`src/inc/rftd_regs.svh`:
```
// register offsets, field positions and reset values of the driver config bank
// What this block does
// RL1 - bit 7 of the driver mode register inverts what pin b drives.
// RL2 - bit 6 of the driver mode register inverts what pin a drives.
// RL3 - bit 3 of the driver mode register enables both driver pins together.
// RL4 - bits 2 to 0 select open-drain, push-pull, high-impedance or fixed level.
// RL5 - software never writes output mode codes 011b or 110b.
// RL6 - bits 7 to 6 of amplitude pick a 100, 250, 500 or 1000 mV supply drop.
// RL7 - the maximum-carrier bit forces full carrier and ignores the drop field.
// RL8 - bits 4 to 0 of amplitude hold the residual carrier percentage.
// RL9 - bits 7 to 4 of modulation control give overshoot length in carrier clocks.
// RL10 - the modulation invert bit inverts the selected modulation signal.
// RL11 - the source selector picks none, internal envelope, external input or reserved.
// RL12 - bits 7 to 4 of the load register hold the first overshoot timer value.
// RL13 - bits 3 to 0 of the load register hold the factory load-current trim.
// RL14 - the four registers sit at consecutive word indices 28h to 2Bh, byte addresses A0h to ACh.
// RL15 - reserved bits ignore writes and read back as zero.
`ifndef RFTD_REGS_SVH
`define RFTD_REGS_SVH
`define RFTD_IDX_DRV_MODE   8'h28
`define RFTD_IDX_AMPLITUDE  8'h29
`define RFTD_IDX_MOD_CTRL   8'h2A
`define RFTD_IDX_LOAD_TRIM  8'h2B
`define RFTD_MASK_DRV_MODE  8'hCF
`define RFTD_MASK_AMPLITUDE 8'hDF
`define RFTD_MASK_MOD_CTRL  8'hFF
`define RFTD_MASK_LOAD_TRIM 8'hFF
`define RFTD_RST_DRV_MODE   8'h00
`define RFTD_RST_AMPLITUDE  8'h00
`define RFTD_RST_MOD_CTRL   8'h00
`define RFTD_RST_LOAD_TRIM  8'h00
`define RFTD_MODE_OPEN_DRAIN 3'h0
`define RFTD_MODE_PUSH_PULL  3'h1
`define RFTD_MODE_HIGH_Z     3'h2
`define RFTD_MODE_BAD_A      3'h3
`define RFTD_MODE_FIX_LOW    3'h4
`define RFTD_MODE_FIX_HIGH   3'h5
`define RFTD_MODE_BAD_B      3'h6
`define RFTD_DROP_MV_0      11'd100
`define RFTD_DROP_MV_1      11'd250
`define RFTD_DROP_MV_2      11'd500
`define RFTD_DROP_MV_3      11'd1000
`endif

```
`src/inc/rftd_pkg.sv`:
```
// types of the driver config bank
package rftd_pkg;
  typedef enum logic [1:0]
  {
    RFTD_SRC_NONE     = 2'h0,
    RFTD_SRC_ENVELOPE = 2'h1,
    RFTD_SRC_EXTERNAL = 2'h2,
    RFTD_SRC_RESERVED = 2'h3
  } rftd_src_t;

  typedef struct packed
  {
    logic       pin_b_invert;
    logic       pin_a_invert;
    logic       driver_enable;
    logic [2:0] driver_output_mode;
    logic [1:0] carrier_level_drop;
    logic       carrier_max;
    logic [4:0] residual_carrier;
    logic [3:0] overshoot_length;
    logic [3:0] overshoot_first_value;
    logic [3:0] load_current_trim;
    logic       modulation_invert;
    rftd_src_t  modulation_source;
  } rftd_cfg_t;

  typedef struct packed
  {
    logic       pin_a_out;
    logic       pin_a_oe;
    logic       pin_b_out;
    logic       pin_b_oe;
    logic       modulation;
    logic [10:0] drop_mv;
  } rftd_drv_t;
endpackage

```
`src/rtl/rftd_pin_stage.sv`:
```
// driver pin stage: mode, enable and inversion per pin
module rftd_pin_stage
  import rftd_pkg::*;
(
  input  wire logic CLK_SYS_IN,
  input  wire logic RST_N_IN,
  input  wire logic drive_in,
  input  wire logic enable_in,
  input  wire logic invert_in,
  input  wire logic [2:0] mode_in,
  output logic      pin_out,
  output logic      pin_oe_out
);
`include "rftd_regs.svh"
  typedef struct packed
  {
    logic pin;
    logic oe;
  } rftd_pin_state_t;

  rftd_pin_state_t st_q;
  rftd_pin_state_t st_d;
  logic            lvl;

  always_comb
  begin
    st_d = '0;
    lvl  = drive_in ^ invert_in;                          // [RL1] [RL2]
    if (enable_in)                                        // [RL3]
    begin
      case (mode_in)                                      // [RL4]
        `RFTD_MODE_OPEN_DRAIN:
        begin
          st_d.pin = 1'b0;
          st_d.oe  = ~lvl;
        end
        `RFTD_MODE_PUSH_PULL:
        begin
          st_d.pin = lvl;
          st_d.oe  = 1'b1;
        end
        `RFTD_MODE_FIX_LOW:
        begin
          st_d.pin = invert_in;
          st_d.oe  = 1'b1;
        end
        `RFTD_MODE_FIX_HIGH:
        begin
          st_d.pin = ~invert_in;
          st_d.oe  = 1'b1;
        end
        // high-z and the unsupported codes leave the pin undriven
        default:
        begin
          st_d.pin = 1'b0;
          st_d.oe  = 1'b0;
        end
      endcase
    end
  end

  always_ff @(posedge CLK_SYS_IN)
  begin
    if (!RST_N_IN)
      st_q <= '0;
    else
      st_q <= st_d;
  end

  assign pin_out    = st_q.pin;
  assign pin_oe_out = st_q.oe;
endmodule // rftd_pin_stage

```
`src/rtl/rftd_driver_config.sv`:
```
// apb register bank that configures the antenna driver stage
//
// The APB register port was left to the implementer.
module rftd_driver_config
  import rftd_pkg::*;
(
  input  wire logic        CLK_SYS_IN,
  input  wire logic        RST_N_IN,
  input  wire logic        PSEL_IN,
  input  wire logic        PENABLE_IN,
  input  wire logic        PWRITE_IN,
  input  wire logic [7:0]  PADDR_IN,
  input  wire logic [31:0] PWDATA_IN,
  input  wire logic [3:0]  PSTRB_IN,
  output logic      [31:0] PRDATA_OUT,
  output logic             PREADY_OUT,
  output logic             PSLVERR_OUT,
  input  wire logic        CARRIER_IN,
  input  wire logic        INTERNAL_ENVELOPE_IN,
  input  wire logic        EXTERNAL_SERIAL_INPUT_IN,
  output logic             DRIVER_PIN_A_OUT,
  output logic             DRIVER_PIN_A_OE_OUT,
  output logic             DRIVER_PIN_B_OUT,
  output logic             DRIVER_PIN_B_OE_OUT,
  output logic             MODULATION_OUT,
  output logic             CARRIER_MAX_OUT,
  output logic      [10:0] CARRIER_DROP_MV_OUT,
  output logic      [4:0]  RESIDUAL_CARRIER_OUT,
  output logic      [3:0]  OVERSHOOT_LENGTH_OUT,
  output logic      [3:0]  OVERSHOOT_FIRST_VALUE_OUT,
  output logic      [3:0]  LOAD_CURRENT_TRIM_OUT
);
`include "rftd_regs.svh"
  typedef struct packed
  {
    logic [7:0]  drv_mode;
    logic [7:0]  amplitude;
    logic [7:0]  mod_ctrl;
    logic [7:0]  load_trim;
    logic [31:0] prdata;
    logic        pready;
    logic        pslverr;
    logic        ext_s1;
    logic        ext_s2;
    logic        ext_s3;
    logic        ext_lvl;
    logic        modulation;
    logic        carrier_max;
    logic [10:0] drop_mv;
  } rftd_state_t;

  rftd_state_t st_q;
  rftd_state_t st_d;
  rftd_cfg_t   cfg;
  logic        setup;
  logic        hit;
  logic [7:0]  idx;
  logic [7:0]  wbyte;
  logic        mod_raw;

  // each byte register sits in its own aligned word: index times four
  assign idx   = {2'b00, PADDR_IN[7:2]};
  assign setup = PSEL_IN && !PENABLE_IN;
  assign hit   = (idx == `RFTD_IDX_DRV_MODE) || (idx == `RFTD_IDX_AMPLITUDE) ||
                 (idx == `RFTD_IDX_MOD_CTRL) || (idx == `RFTD_IDX_LOAD_TRIM);
  assign wbyte = PWDATA_IN[7:0];

  assign cfg.pin_b_invert          = st_q.drv_mode[7];
  assign cfg.pin_a_invert          = st_q.drv_mode[6];
  assign cfg.driver_enable         = st_q.drv_mode[3];
  assign cfg.driver_output_mode    = st_q.drv_mode[2:0];
  assign cfg.carrier_level_drop    = st_q.amplitude[7:6];
  assign cfg.residual_carrier      = st_q.amplitude[4:0];
  assign cfg.overshoot_length      = st_q.mod_ctrl[7:4];
  assign cfg.carrier_max           = st_q.mod_ctrl[3];
  assign cfg.modulation_invert     = st_q.mod_ctrl[2];
  assign cfg.modulation_source     = rftd_src_t'(st_q.mod_ctrl[1:0]);
  assign cfg.overshoot_first_value = st_q.load_trim[7:4];
  assign cfg.load_current_trim     = st_q.load_trim[3:0];

  always_comb
  begin
    st_d         = st_q;
    st_d.pready  = 1'b0;
    st_d.pslverr = 1'b0;
    // external input: three flops, a change counts once stages two and three agree
    st_d.ext_s1 = EXTERNAL_SERIAL_INPUT_IN;
    st_d.ext_s2 = st_q.ext_s1;
    st_d.ext_s3 = st_q.ext_s2;
    if (st_q.ext_s2 == st_q.ext_s3)
      st_d.ext_lvl = st_q.ext_s3;
    case (cfg.modulation_source)                          // [RL11]
      RFTD_SRC_ENVELOPE: mod_raw = INTERNAL_ENVELOPE_IN;
      RFTD_SRC_EXTERNAL: mod_raw = st_q.ext_lvl;
      default:           mod_raw = 1'b0;
    endcase
    st_d.modulation  = mod_raw ^ cfg.modulation_invert;   // [RL10]
    st_d.carrier_max = cfg.carrier_max;                   // [RL7]
    if (cfg.carrier_max)                                  // [RL7]
      st_d.drop_mv = 11'd0;
    else
    begin
      case (cfg.carrier_level_drop)                       // [RL6]
        2'h0:    st_d.drop_mv = `RFTD_DROP_MV_0;
        2'h1:    st_d.drop_mv = `RFTD_DROP_MV_1;
        2'h2:    st_d.drop_mv = `RFTD_DROP_MV_2;
        default: st_d.drop_mv = `RFTD_DROP_MV_3;
      endcase
    end
    // answer one cycle after setup; pready high in the first access cycle
    if (setup)
    begin
      st_d.pready  = 1'b1;
      st_d.pslverr = !hit;
      st_d.prdata  = 32'h0000_0000;
      if (PWRITE_IN && hit && PSTRB_IN[0])
      begin
        case (idx)                                        // [RL14]
          `RFTD_IDX_DRV_MODE:
            st_d.drv_mode = wbyte & `RFTD_MASK_DRV_MODE;  // [RL15]
          `RFTD_IDX_AMPLITUDE:
            st_d.amplitude = wbyte & `RFTD_MASK_AMPLITUDE; // [RL15]
          `RFTD_IDX_MOD_CTRL:
            st_d.mod_ctrl = wbyte & `RFTD_MASK_MOD_CTRL;  // [RL9]
          default:
            st_d.load_trim = wbyte & `RFTD_MASK_LOAD_TRIM; // [RL12] [RL13]
        endcase
      end
      else if (!PWRITE_IN)
      begin
        case (idx)                                        // [RL14]
          `RFTD_IDX_DRV_MODE:  st_d.prdata = {24'h00_0000, st_q.drv_mode};
          `RFTD_IDX_AMPLITUDE: st_d.prdata = {24'h00_0000, st_q.amplitude};
          `RFTD_IDX_MOD_CTRL:  st_d.prdata = {24'h00_0000, st_q.mod_ctrl};
          `RFTD_IDX_LOAD_TRIM: st_d.prdata = {24'h00_0000, st_q.load_trim};
          default:             st_d.prdata = 32'h0000_0000;
        endcase
      end
    end
  end

  // write lands at the setup edge; the master still holds it until pready
  always_ff @(posedge CLK_SYS_IN)
  begin
    if (!RST_N_IN)
    begin
      st_q            <= '0;
      st_q.drv_mode   <= `RFTD_RST_DRV_MODE;
      st_q.amplitude  <= `RFTD_RST_AMPLITUDE;
      st_q.mod_ctrl   <= `RFTD_RST_MOD_CTRL;
      st_q.load_trim  <= `RFTD_RST_LOAD_TRIM;
      st_q.drop_mv    <= `RFTD_DROP_MV_0;
    end
    else
      st_q <= st_d;
  end

  rftd_pin_stage u_pin_a
  (
    .CLK_SYS_IN (CLK_SYS_IN),
    .RST_N_IN   (RST_N_IN),
    .drive_in   (CARRIER_IN),
    .enable_in  (cfg.driver_enable),
    .invert_in  (cfg.pin_a_invert),
    .mode_in    (cfg.driver_output_mode),
    .pin_out    (DRIVER_PIN_A_OUT),
    .pin_oe_out (DRIVER_PIN_A_OE_OUT)
  );

  rftd_pin_stage u_pin_b
  (
    .CLK_SYS_IN (CLK_SYS_IN),
    .RST_N_IN   (RST_N_IN),
    .drive_in   (CARRIER_IN),
    .enable_in  (cfg.driver_enable),
    .invert_in  (cfg.pin_b_invert),
    .mode_in    (cfg.driver_output_mode),
    .pin_out    (DRIVER_PIN_B_OUT),
    .pin_oe_out (DRIVER_PIN_B_OE_OUT)
  );

  assign PRDATA_OUT                = st_q.prdata;
  assign PREADY_OUT                = st_q.pready;
  assign PSLVERR_OUT               = st_q.pslverr;
  assign MODULATION_OUT            = st_q.modulation;
  assign CARRIER_MAX_OUT           = st_q.carrier_max;
  assign CARRIER_DROP_MV_OUT       = st_q.drop_mv;
  assign RESIDUAL_CARRIER_OUT      = st_q.amplitude[4:0];        // [RL8]
  assign OVERSHOOT_LENGTH_OUT      = st_q.mod_ctrl[7:4];         // [RL9]
  assign OVERSHOOT_FIRST_VALUE_OUT = st_q.load_trim[7:4];        // [RL12]
  assign LOAD_CURRENT_TRIM_OUT     = st_q.load_trim[3:0];        // [RL13]

  a_reserved_zero: assert property (@(posedge CLK_SYS_IN) disable iff (!RST_N_IN)
    (st_q.drv_mode[5:4] == 2'b00) && !st_q.amplitude[5]) // [RL15]
    else $error("reserved bits not zero");
  a_drop_max_zero: assert property (@(posedge CLK_SYS_IN) disable iff (!RST_N_IN)
    cfg.carrier_max |=> CARRIER_DROP_MV_OUT == 11'd0) // [RL7]
    else $error("drop not cleared under max carrier");
  a_drop_code_map: assert property (@(posedge CLK_SYS_IN) disable iff (!RST_N_IN)
    (!cfg.carrier_max && cfg.carrier_level_drop == 2'h3) |=>
    CARRIER_DROP_MV_OUT == 11'd1000) // [RL6]
    else $error("drop code 3 not 1000 mV");
  a_mod_none_src: assert property (@(posedge CLK_SYS_IN) disable iff (!RST_N_IN)
    (cfg.modulation_source == RFTD_SRC_NONE) |=>
    MODULATION_OUT == $past(cfg.modulation_invert)) // [RL11]
    else $error("no-source modulation wrong");
  a_mod_envelope: assert property (@(posedge CLK_SYS_IN) disable iff (!RST_N_IN)
    (cfg.modulation_source == RFTD_SRC_ENVELOPE) |=>
    MODULATION_OUT == ($past(INTERNAL_ENVELOPE_IN) ^
    $past(cfg.modulation_invert))) // [RL10]
    else $error("envelope modulation wrong");
  a_pins_disabled: assert property (@(posedge CLK_SYS_IN) disable iff (!RST_N_IN)
    !cfg.driver_enable |=> !DRIVER_PIN_A_OE_OUT && !DRIVER_PIN_B_OE_OUT) // [RL3]
    else $error("pins driven while disabled");
  a_pin_a_invert: assert property (@(posedge CLK_SYS_IN) disable iff (!RST_N_IN)
    (cfg.driver_enable && cfg.driver_output_mode == 3'h1) |=>
    DRIVER_PIN_A_OUT == ($past(CARRIER_IN) ^ $past(cfg.pin_a_invert))) // [RL2]
    else $error("pin a level wrong");
  a_pin_b_invert: assert property (@(posedge CLK_SYS_IN) disable iff (!RST_N_IN)
    (cfg.driver_enable && cfg.driver_output_mode == 3'h1) |=>
    DRIVER_PIN_B_OUT == ($past(CARRIER_IN) ^ $past(cfg.pin_b_invert))) // [RL1]
    else $error("pin b level wrong");
  a_high_z_mode: assert property (@(posedge CLK_SYS_IN) disable iff (!RST_N_IN)
    (cfg.driver_output_mode == 3'h2) |=> !DRIVER_PIN_A_OE_OUT) // [RL4]
    else $error("high-z mode drives pin");
  a_write_lands: assert property (@(posedge CLK_SYS_IN) disable iff (!RST_N_IN)
    (setup && PWRITE_IN && PSTRB_IN[0] && idx == 8'h2B) |=>
    st_q.load_trim == $past(PWDATA_IN[7:0]) && PREADY_OUT) // [RL14]
    else $error("load register write lost");
endmodule // rftd_driver_config

```
`config.mk`:
```
export PLATFORM = sky130hd
export DESIGN_NAME = rftd_driver_config
export DESIGN_NICKNAME = d
export VERILOG_FILES = /design/src/inc/rftd_pkg.sv /design/src/rtl/rftd_pin_stage.sv /design/src/rtl/rftd_driver_config.sv
export VERILOG_INCLUDE_DIRS = /design/src /design/src/inc
export SDC_FILE = /design/constraint.sdc
export NUM_CORES = 1
export LEC_CHECK = 0
export BUFFER_PORTS_ARGS = -buffer_cell sky130_fd_sc_hd__buf_2
export CAP_MARGIN = 25
export CORE_ASPECT_RATIO = 0.6
export CORE_MARGIN = 3
export CORE_UTILIZATION = 51
export DETAILED_ROUTE_END_ITERATION = 8
export PLACE_DENSITY = 0.9
export SYNTH_ARGS = -nofsm -noshare
export SYNTH_HDL_FRONTEND = slang
export SYNTH_SLANG_ARGS = --single-unit
```
`constraint.sdc`:
```
create_clock -name CLK_SYS_IN -period 2.5 [get_ports CLK_SYS_IN]
set_input_delay 0.25 -clock CLK_SYS_IN [delete_from_list [all_inputs] [get_ports CLK_SYS_IN]]
set_output_delay 0.25 -clock CLK_SYS_IN [all_outputs]
set_load 0.05 [all_outputs]
```
Word level (Yosys, flattened, before mapping)
Index checks and enable logic that the tools add are counted.
{"block": "classes", "eq_ne": 12, "mux": 9, "bitwise_logic": 9, "n_reduce_logical": 18}
{"operator": "case mux 8 bit (4 select lines)", "n": 1}
{"operator": "case mux 10 bit (3 select lines)", "n": 1}
{"operator": "== test 6 bit (second input constant)", "n": 4}
{"operator": "two-way mux 8 bit", "n": 2}
{"operator": "case mux 2 bit (4 select lines)", "n": 2}
{"operator": "AND reduction 3 bit", "n": 4}
{"operator": "two-way mux 7 bit", "n": 1}
{"operator": "== test 3 bit (second input constant)", "n": 2}
{"operator": "inverter 1 bit", "n": 6}
{"operator": "== test 2 x 1 -> 1 bit (second input constant)", "n": 2}
{"operator": "== test 2 bit (second input constant)", "n": 2}
{"operator": "AND reduction 2 bit", "n": 2}
{"operator": "== test 3 x 1 -> 1 bit (second input constant)", "n": 1}
{"operator": "logical AND 1 bit", "n": 3}
{"operator": "zero test 3 bit", "n": 1}
{"operator": "logical OR 1 bit", "n": 3}
{"operator": "OR reduction 3 bit", "n": 1}
{"operator": "XOR 1 bit", "n": 3}
{"operator": "zero test 1 bit", "n": 2}
{"operator": "zero test 2 bit", "n": 1}
{"operator": "two-way mux 2 bit", "n": 1}
{"operator": "case mux 1 bit (2 select lines)", "n": 1}
{"operator": "OR reduction 2 bit", "n": 1}
{"operator": "== test 1 bit", "n": 1}
{"block": "word_totals", "ff_bits": 59, "in_bits": 52, "out_inout_bits": 68, "word_cells": 67}

Longest topological paths before layout
Gate-level depths: netlist (run 1).
{"block": "logic_depth", "depth_word": 7, "mapped_depth": 5, "ltp_nobuf": 5}

By module
Synthesis (run 1) repeated with hierarchy kept, for this count alone.
{"block": "hier_totals", "cells_unflattened": 280, "area_unflattened_um2": 2834.0}
{"module": "rftd_driver_config", "n_inst": 1, "cells_each": 256, "area_each_um2": 2621.3, "seq_area_each_um2": 1061.0}
{"module": "rftd_pin_stage", "n_inst": 2, "cells_each": 12, "area_each_um2": 106.4, "seq_area_each_um2": 40.0}

Worst setup path after synthesis (run 1)
No wires, ideal clock.
{"block": "synth_timing", "path_type": "input-to-reg", "from": "input port PADDR_IN[6]", "to": "register st_q (netlist bit LOAD_CURRENT_TRIM_OUT[0])", "t_arrival_ns": 1.321, "required_ns": 2.428, "slack_ns": 1.107, "cell_stages": 4, "n_path_buf": 1, "path_cell_list": "nand4bb_1 -> buf_6 -> nor4_4 -> mux2i_1"}
{"block": "synth_between", "elab_chain_cells": 7, "word_cells_on_any_way": 12, "cone_classes": "4 x eq/ne; 1 x bitwise; 7 x reduce/logical"}
{"element": "start: declaration", "line_no": "rftd_driver_config.sv:12", "rtl": "input wire logic [7:0] PADDR_IN,"}
{"element": "== test 6 bit", "line_no": "rftd_driver_config.sv:118", "rtl": "case (idx)"}
{"element": "logical OR 1 bit (3 in series)", "line_no": "rftd_driver_config.sv:64", "rtl": "assign hit = (idx == `RFTD_IDX_DRV_MODE) || (idx == `RFTD_IDX_AMPLITUDE) ||"}
{"element": "logical AND 1 bit (2 in series)", "line_no": "rftd_driver_config.sv:116", "rtl": "if (PWRITE_IN && hit && PSTRB_IN[0])"}
{"element": "AND reduction 3 bit (no source line) *"}
{"element": "end signal: assignment", "line_no": "rftd_driver_config.sv:155", "rtl": "st_q <= st_d;"}
{"element": "end: declaration", "line_no": "rftd_driver_config.sv:52", "rtl": "rftd_state_t st_q;"}
Every way passes the cells marked *; elsewhere a longest branch is shown, timed or not.
A chain may end at the register's enable or synchronous reset.

Worst setup path after layout (run 1)
{"block": "layout_timing", "from": "input port PADDR_IN[6]", "to": "register st_q (netlist bit OVERSHOOT_FIRST_VALUE_OUT[1])"}
The elaborated chain is that of the path after synthesis.

==> results of run 1 <==
layout make-up:
| class | count | area (um2) |
|---|---|---|
| Multi-Input combinational cell | 166 | 1212 |
| Timing Repair Buffer | 69 | 357.8 |
| Tap cell | 66 | 82.58 |
| Sequential cell | 57 | 1141 |
| Inverter | 8 | 30.03 |
| Fill cell | 473 | 2161 |
| Clock inverter | 5 | 78.83 |
| Clock buffer | 11 | 141.4 |
report_power, final:
group          total, mW  internal (mW)  switching (mW)
sequential         0.913          0.912         0.00127
clock              0.949          0.586           0.363
combinational      0.168         0.0284           0.139
total               2.03           1.53           0.504
cell families (layout without fill, tap and decap cells):
kind of cell | after synthesis | after routing | synth area share, %
buffers and inverters | 77 | 93 | 19.84
AND/OR/NAND/NOR | 72 | 72 | 14.87
flip-flops | 57 | 57 | 40.48
multiplexers | 37 | 37 | 15.85
AO/OA/AOI/OAI | 21 | 21 | 4.927
adder cells (fa/ha/maj) | 6 | 6 | 2.663
XOR/XNOR | 4 | 4 | 1.243
other | 1 | 26 | 0.1330
critical path, delay by kind of cell:
| kind | cells | cell delay, ns |
|---|---|---|
| simple gates | 2 | 0.99 |
| mux | 1 | 0.21 |
| buf+inv | 2 | 0.36 |
registers in the layout (all words and copies together), names as in the netlist, 2 cells and up:
name	flops
CARRIER_DROP_MV_OUT	8
LOAD_CURRENT_TRIM_OUT	4
OVERSHOOT_FIRST_VALUE_OUT	4
OVERSHOOT_LENGTH_OUT	4
PRDATA_OUT	8
RESIDUAL_CARRIER_OUT	5
cfg	12
st_d	2
st_q	2
cell usage in the layout (no fill, tap or decap), types with 2 or more instances in the layout:
cell / count
sky130_fd_sc_hd__buf_4: 5
sky130_fd_sc_hd__inv_1: 8
sky130_fd_sc_hd__a22o_1: 7
sky130_fd_sc_hd__nand2_1: 40
sky130_fd_sc_hd__nor2_1: 8
sky130_fd_sc_hd__bufinv_16: 2
sky130_fd_sc_hd__clkbuf_8: 10
sky130_fd_sc_hd__and2_1: 7
sky130_fd_sc_hd__mux4_2: 6
sky130_fd_sc_hd__conb_1: 26
sky130_fd_sc_hd__nor4_4: 4
sky130_fd_sc_hd__clkinv_2: 2
sky130_fd_sc_hd__mux2i_1: 30
sky130_fd_sc_hd__ha_1: 6
sky130_fd_sc_hd__buf_2: 64
sky130_fd_sc_hd__a21oi_1: 6
sky130_fd_sc_hd__nor2b_1: 2
sky130_fd_sc_hd__xor2_1: 4
sky130_fd_sc_hd__o21ai_0: 6
sky130_fd_sc_hd__nor3b_1: 2
sky130_fd_sc_hd__dfxtp_1: 57
routing by layer:
metal | routed length [um] | vias to the layer above | share of wire, %
met1 | 2552 | 875 | 45
met4 | 46 | 0 | 0.82
met5 | 0 | - | 0
met3 | 538 | 5 | 9.5
li1 | - | 907 | -
met2 | 2499 | 83 | 44
final timing paths:
| kind | start | endpoint | slack [ns] | depth (start not counted) |
|---|---|---|---|---|
| max | PADDR_IN[6] | OVERSHOOT_FIRST_VALUE_OUT[1]$_SDFFE_PN0P_ | 0.95 | 5 |
| min | EXTERNAL_SERIAL_INPUT_IN | st_d[15]$_SDFF_PN0_ | 0.12 | 2 |
| max reg2reg | cfg[0]$_SDFFE_PN0P_ | MODULATION_OUT$_SDFF_PN0_ | 1.14 | 4 |
| min reg2reg | st_d[15]$_SDFF_PN0_ | st_d[14]$_SDFF_PN0_ | 0.44 | 1 |
per-stage QoR:
stage	util [%]	total power [mW]	hold WS (ns)	setup slack (ns)
after global routing	58.49	2.106	0.09259	0.8117
final	58.49	2.030	0.1150	0.9516
after detailed placement	54.25	1.100	0.4223	0.5802
after global placement	54.25	1.097	0.4172	0.6214
after floorplan	-	1.108	0.3773	1.107
after CTS	58.49	2.044	0.1051	0.9306
==> reports/metrics.yaml, run 1 <==
outcome:
  run_status: "completed"
sta:
  final_max_slew_viol_count: 0
  rsz0062_at_grt: "false"
  hold_viol_final: 0
  layout_worst_path_cycle_share_pct: 61.94
  final-setup-viol-count: 0
  worst_slew_margin_rel_pct: 57.41
  timing.fmax_mhz: 645.8
  clock_skew_ns: 0.01024
  fin_tns_setup_ns: 0
  period_minus_slack_ns: 1.548
  worst-slew-pin-transition_ns: 0.6341
worst_setup_path:
  worst_setup_path_start_kind: "input pin"
  critical_path.max_stage_delay_ns: 0.50
  cp_data_arrival_time_ns: 1.81
  crit_required_ns: 2.77
  crit_path_top_delay_cell: "sky130_fd_sc_hd__nand4bb_1"
  crit_fanout: 6
  worstSetupEndpointType: "register"
  critical_path.cell_chain: "buf_2 > nand4bb_1 > nor4_4 > buf_4 > mux2i_1"
  critPathKind: "input pin to register"
clock_network:
  tritoncts_clock_tree: "done"
  cts_made_buffers: 9
  cts_root_buffer: "sky130_fd_sc_hd__clkbuf_8"
  clkTransAtPathRegs_ns: 0.06
  cts_htree_levels: 3
  cts-hold-fix-buffers: 0
  clkLatencyLatePin_ns: 0.34
  cts_setup_buffers: 0
  numClockSinks: 57
  ctsResizeCount: 0
  max-clock-path-buffers: 2
floorplanning:
  placement_rows: 20
  floorplan.io_pins: 120
  chipWidth_um: 102.0
  die_y_um: 63.59
  initial_core_util_pct: 54.16
  core_region_area_um2: 5205
  die-area_um2: 6485
logic_synthesis:
  postSynthRegisterBits: 57
  synth_cell_type_count: 33
  post_synth_inst_count: 275
  yosys.area.top_type_share_pct: 40.48
  yosys-top-cells-area: "sky130_fd_sc_hd__dfxtp_1, sky130_fd_sc_hd__buf_4, sky130_fd_sc_hd__mux2i_1, sky130_fd_sc_hd__nand2_1, sky130_fd_sc_hd__mux4_2"
  yosys-top-cells-count: "sky130_fd_sc_hd__buf_4, sky130_fd_sc_hd__dfxtp_1, sky130_fd_sc_hd__nand2_1, sky130_fd_sc_hd__mux2i_1"
  yosys_most_used_dff: "sky130_fd_sc_hd__dfxtp_1"
  seq_total_area_yosys_pct: 40.48
  yosys.cell_count.top_type: "sky130_fd_sc_hd__buf_4"
  synth_area_leader_cell: "sky130_fd_sc_hd__dfxtp_1"
  synth_area_um2: 2819
  yosysWarningCount: 0
  number_of_enable_flip_flop_cells_after_synthesis: 0
  synth_async_sr_flop_share_pct: 0
  synth.avg_cell_area_um2: 10.25
drt:
  drt_first_iter_violations: 89
  drc: 0
  wl_per_cell_um: 14.75
  routed_via_density: 4.895
  drt-total-wl_um: 5636
  dr_total_vias: 1870
  antenna_left: 0
  detailedRoute.firstPassIterationCount: 4
global_route:
  grt_use_met3_pct: 8.296
  groute.layer.met1.usage_pct: 24.30
  grt_start_max_net_pins: 29
  first_global_vias: 1834
  antenna_found_initial: 0
  grtUsageTotal_pct: 18.53
  grt.overflow.total: 0
  global_route_wire_length_before_repair_um: 9142
  met2_usage_pct: 28.64
  grt_peak_use_layer: "met2"
cells_and_area:
  final_area_um2: 3044
  post_layout_nonfiller_instances: 382
  nNetsFinal: 369
  synthToLayoutAreaGrowth_pct: 7.989
  antenna-diode-count: 0
  layout-drive-gt1-share_pct: 31.33
placed_design:
  portbufs: 64
  place_hpwl_um: 4273
  placed_area_um2: 2824
  global_placement_routability_congestion: 0.8347
  place.detailed.instances: 366
power_and_ir_drop:
  ir_drop_mv: 0.3746
  powerDensity_nw_per_um2: 666.8
  p_leak_nw: 1.360
hold_path:
  worstHoldPathType: "input pin to register"
flow_run:
  max-cap-violations: 0
(Power assumes the default switching activity.)
==> run 2, diff against run 1 <==
--- a/config.mk
+++ b/config.mk
@@ -10,9 +10,9 @@
 export CAP_MARGIN = 25
 export CORE_ASPECT_RATIO = 0.6
 export CORE_MARGIN = 3
-export CORE_UTILIZATION = 51
+export CORE_UTILIZATION = 43
 export DETAILED_ROUTE_END_ITERATION = 8
-export PLACE_DENSITY = 0.9
+export PLACE_DENSITY = 0.81
 export SYNTH_ARGS = -nofsm -noshare
 export SYNTH_HDL_FRONTEND = slang
 export SYNTH_SLANG_ARGS = --single-unit
==> constraint.sdc (replaced) <==
create_clock -name CLK_SYS_IN -period 1.4 [get_ports CLK_SYS_IN]
set_input_delay 0.14 -clock CLK_SYS_IN [delete_from_list [all_inputs] [get_ports CLK_SYS_IN]]
set_output_delay 0.14 -clock CLK_SYS_IN [all_outputs]
set_load 0.05 [all_outputs]
==> run 2 against run 1 <==
Routed wire length up 5.8%; clock skew fell by 0.0066 ns; worst hold slack got worse by 0.033 ns; via count up 0.80%; critical path depth is 1 lower; utilization down 7.3 points; total power increased by 73%; sequential power rose by 79%; flip-flop and latch count unchanged; clock-buffer cell count is the same; global-route usage down 1.8 points; clock power rose by 65%; critical endpoint is now MODULATION_OUT$_SDFF_PN0_.
==> reports/metrics.yaml, run 2 (synthesized netlist as in run 1, its figures left out) <==
sta:
  clock_skew_ns: 0.003627  # -0.006609 ns
  period_minus_slack_ns: 1.303
  hold_viol_final: 0  # unchanged
  final_max_slew_viol_count: 0  # unchanged
  hold-worst-slack_ns: 0.08205  # -0.03298 ns
  timing.final.ws_setup_ns: 0.09734  # -0.8543 ns
  timing.fmax_mhz: 767.7
  worst-slew-pin-transition_ns: 0.5944  # -0.03967 ns
  worst_slew_margin_rel_pct: 60.23  # +2.8 points
  rsz0062_at_grt: "false"
  final-setup-viol-count: 0  # unchanged
  fin_tns_setup_ns: 0  # unchanged
  layout_worst_path_cycle_share_pct: 93.05
floorplanning:
  core_region_area_um2: 6221  # +20%
  placement_rows: 22  # +10%
  floorplan.io_pins: 120  # unchanged
  chipWidth_um: 110.5  # +8.4%
  die_y_um: 68.72  # +8.1%
  initial_core_util_pct: 45.31  # -8.8 points
  die-area_um2: 7595  # +17%
placed_design:
  place.detailed.instances: 394  # +7.7%
  placed_area_um2: 2972  # +5.2%
  placement.setup.worst_slack_ns: -0.03105  # -0.6112 ns
  global_placement_routability_congestion: 0.7877  # -5.6%
  portbufs: 64  # unchanged
  place_hpwl_um: 4535  # +6.1%
worst_setup_path:
  crit-reg2reg-capture: "MODULATION_OUT$_SDFF_PN0_"
  ff2ff_path_depth: 4  # unchanged
  cp_data_arrival_time_ns: 1.56  # -0.25 ns
  reg2reg_setup_slack_ns: 0.1  # -1.04 ns
  critPathLaunch: "cfg[0]$_SDFFE_PN0P_"
  worst_setup_path_start_kind: "register"
  critPathKind: "register to register"
  regToRegStartpoint: "cfg[0]$_SDFFE_PN0P_"
  worstSetupEndpointType: "register"
  crit_required_ns: 1.66  # -1.11 ns
  crit_fanout: 2  # -4
cells_and_area:
  regArea_um2: 1141  # unchanged
  nNetsFinal: 380  # +3.0%
  layout-drive-gt1-share_pct: 33.64  # +2.3 points
  final_common_cell: "sky130_fd_sc_hd__buf_2"
  post_layout_nonfiller_instances: 411  # +7.6%
  layout_common_cells: "sky130_fd_sc_hd__buf_2, sky130_fd_sc_hd__dfxtp_1, sky130_fd_sc_hd__nand2_1"
  post_layout_utilization_of_the_core_pct: 51.23  # -7.3 points
  max_ffs_per_register: 12  # unchanged
  synthToLayoutAreaGrowth_pct: 13.05
  multi_input_comb_area_um2: 1212  # unchanged
  fillerInstances: 597  # +26%
  antenna-diode-count: 0  # unchanged
  final_area_um2: 3187  # +4.7%
flow_run:
  max-cap-violations: 0  # unchanged
power_and_ir_drop:
  fraction_of_power_spent_switching_nets_pct: 25.97  # +1.2 points
  p_leak_nw: 1.423  # +4.6%
  power_frac_clock_pct: 44.6  # -2.2 points
  p_switching_mw: 0.9144  # +82%
  powerDensity_nw_per_um2: 1105  # +66%
  cell_internal_pwr_mw: 2.606  # +71%
  combPwrFrac_pct: 9.1  # +0.8 points
  final_total_power_mw: 3.520  # +73%
  ir_drop_mv: 0.6235  # +66%
  sequential_group_share_of_total_power_pct: 46.3  # +1.3 points
clock_network:
  numClockSinks: 57  # unchanged
  max-clock-path-buffers: 2  # unchanged
  ctsResizeCount: 0  # unchanged
  cts_made_buffers: 9  # unchanged
  cts_htree_levels: 3  # unchanged
  clkLatencyLatePin_ns: 0.34  # about the same
  cts_root_buffer: "sky130_fd_sc_hd__clkbuf_8"
  cts-hold-fix-buffers: 1  # +1
  tritoncts_clock_tree: "done"
  clkTransAtPathRegs_ns: 0.06  # about the same
  cts_setup_buffers: 0  # unchanged
drt:
  drc: 0  # unchanged
  antenna_left: 0  # unchanged
  wl_per_cell_um: 14.50  # -1.7%
  routed_via_density: 4.586  # -6.3%
  drt-total-wl_um: 5961  # +5.8%
  drt_first_iter_violations: 98  # +10%
  detailedRoute.firstPassIterationCount: 4  # unchanged
  dr_total_vias: 1885  # +0.80%
hold_path:
  holdPathEnd: "OVERSHOOT_FIRST_VALUE_OUT[1]$_SDFFE_PN0P_"
  worstHoldPathType: "input pin to register"
  min-delay-start: "PWDATA_IN[5]"
  worstHoldPathCells: 3  # +1
global_route:
  met2_usage_pct: 26.59  # -2.1 points
  grt_use_met3_pct: 8.718  # +0.42 points
  grtUsageTotal_pct: 16.71  # -1.8 points
  antenna_found_initial: 0  # unchanged
  grt.overflow.total: 0  # unchanged
  grt_peak_use_layer: "met2"
  first_global_vias: 1872  # +2.1%
  grt_start_max_net_pins: 16  # -45%
  global_route_wire_length_before_repair_um: 9584  # +4.8%
  groute.layer.met1.usage_pct: 20.27  # -4.0 points
outcome:
  run_status: "completed"
## run 2: changes by cell type in the layout (fill, tap and decap cells not counted)
cell,previous run,this run
sky130_fd_sc_hd__buf_12,0,4
sky130_fd_sc_hd__buf_4,5,11
sky130_fd_sc_hd__bufinv_16,2,1
sky130_fd_sc_hd__clkbuf_1,1,0
sky130_fd_sc_hd__clkbuf_8,10,11
sky130_fd_sc_hd__clkinv_2,2,3
sky130_fd_sc_hd__dlygate4sd3_1,0,1
## run 2: worst max-delay path, stage by stage, from the launching register on
cell	delay [ns]
sky130_fd_sc_hd__dfxtp_1	0.33
sky130_fd_sc_hd__inv_1	0.05
sky130_fd_sc_hd__ha_1	0.31
sky130_fd_sc_hd__or3_1	0.36
sky130_fd_sc_hd__a21oi_1	0.17
## run 2: layer usage
| metal | share of wire [%] | vias up |
|---|---|---|
| met5 | 0 | - |
| met4 | 0.82 | 0 |
| met3 | 7.5 | 5 |
| met2 | 45 | 65 |
| met1 | 46 | 891 |
| li1 | - | 924 |
## run 2: cell type report
type / instances / area share [%]
Tap cell: 84 / 3.298
Clock buffer: 11 / 4.751
Clock inverter: 5 / 1.688
Timing Repair Buffer: 80 / 15.47
Multi-Input combinational cell: 166 / 38.04
Sequential cell: 57 / 35.81
Inverter: 8 / 0.9423
## run 2: power groups by stage
stage                     clock (mW)  sequential [mW]  combinational, mW
after floorplan                    0             1.67              0.305
after global placement             0             1.67              0.312
after detailed placement           0             1.67              0.317
after CTS                       1.59             1.63              0.320
after global routing            1.70             1.63              0.342
final                           1.57             1.63              0.322
## run 2: worst max path at each step
stage                                            end  depth (start not counted)
6_report                   MODULATION_OUT$_SDFF_PN0_                          4
5_1_grt                    MODULATION_OUT$_SDFF_PN0_                          4
4_1_cts                    MODULATION_OUT$_SDFF_PN0_                          4
3_5_place_dp    OVERSHOOT_LENGTH_OUT[0]$_SDFFE_PN0P_                          5
3_3_place_gp                     cfg[0]$_SDFFE_PN0P_                          6
2_1_floorplan  LOAD_CURRENT_TRIM_OUT[0]$_SDFFE_PN0P_                          4
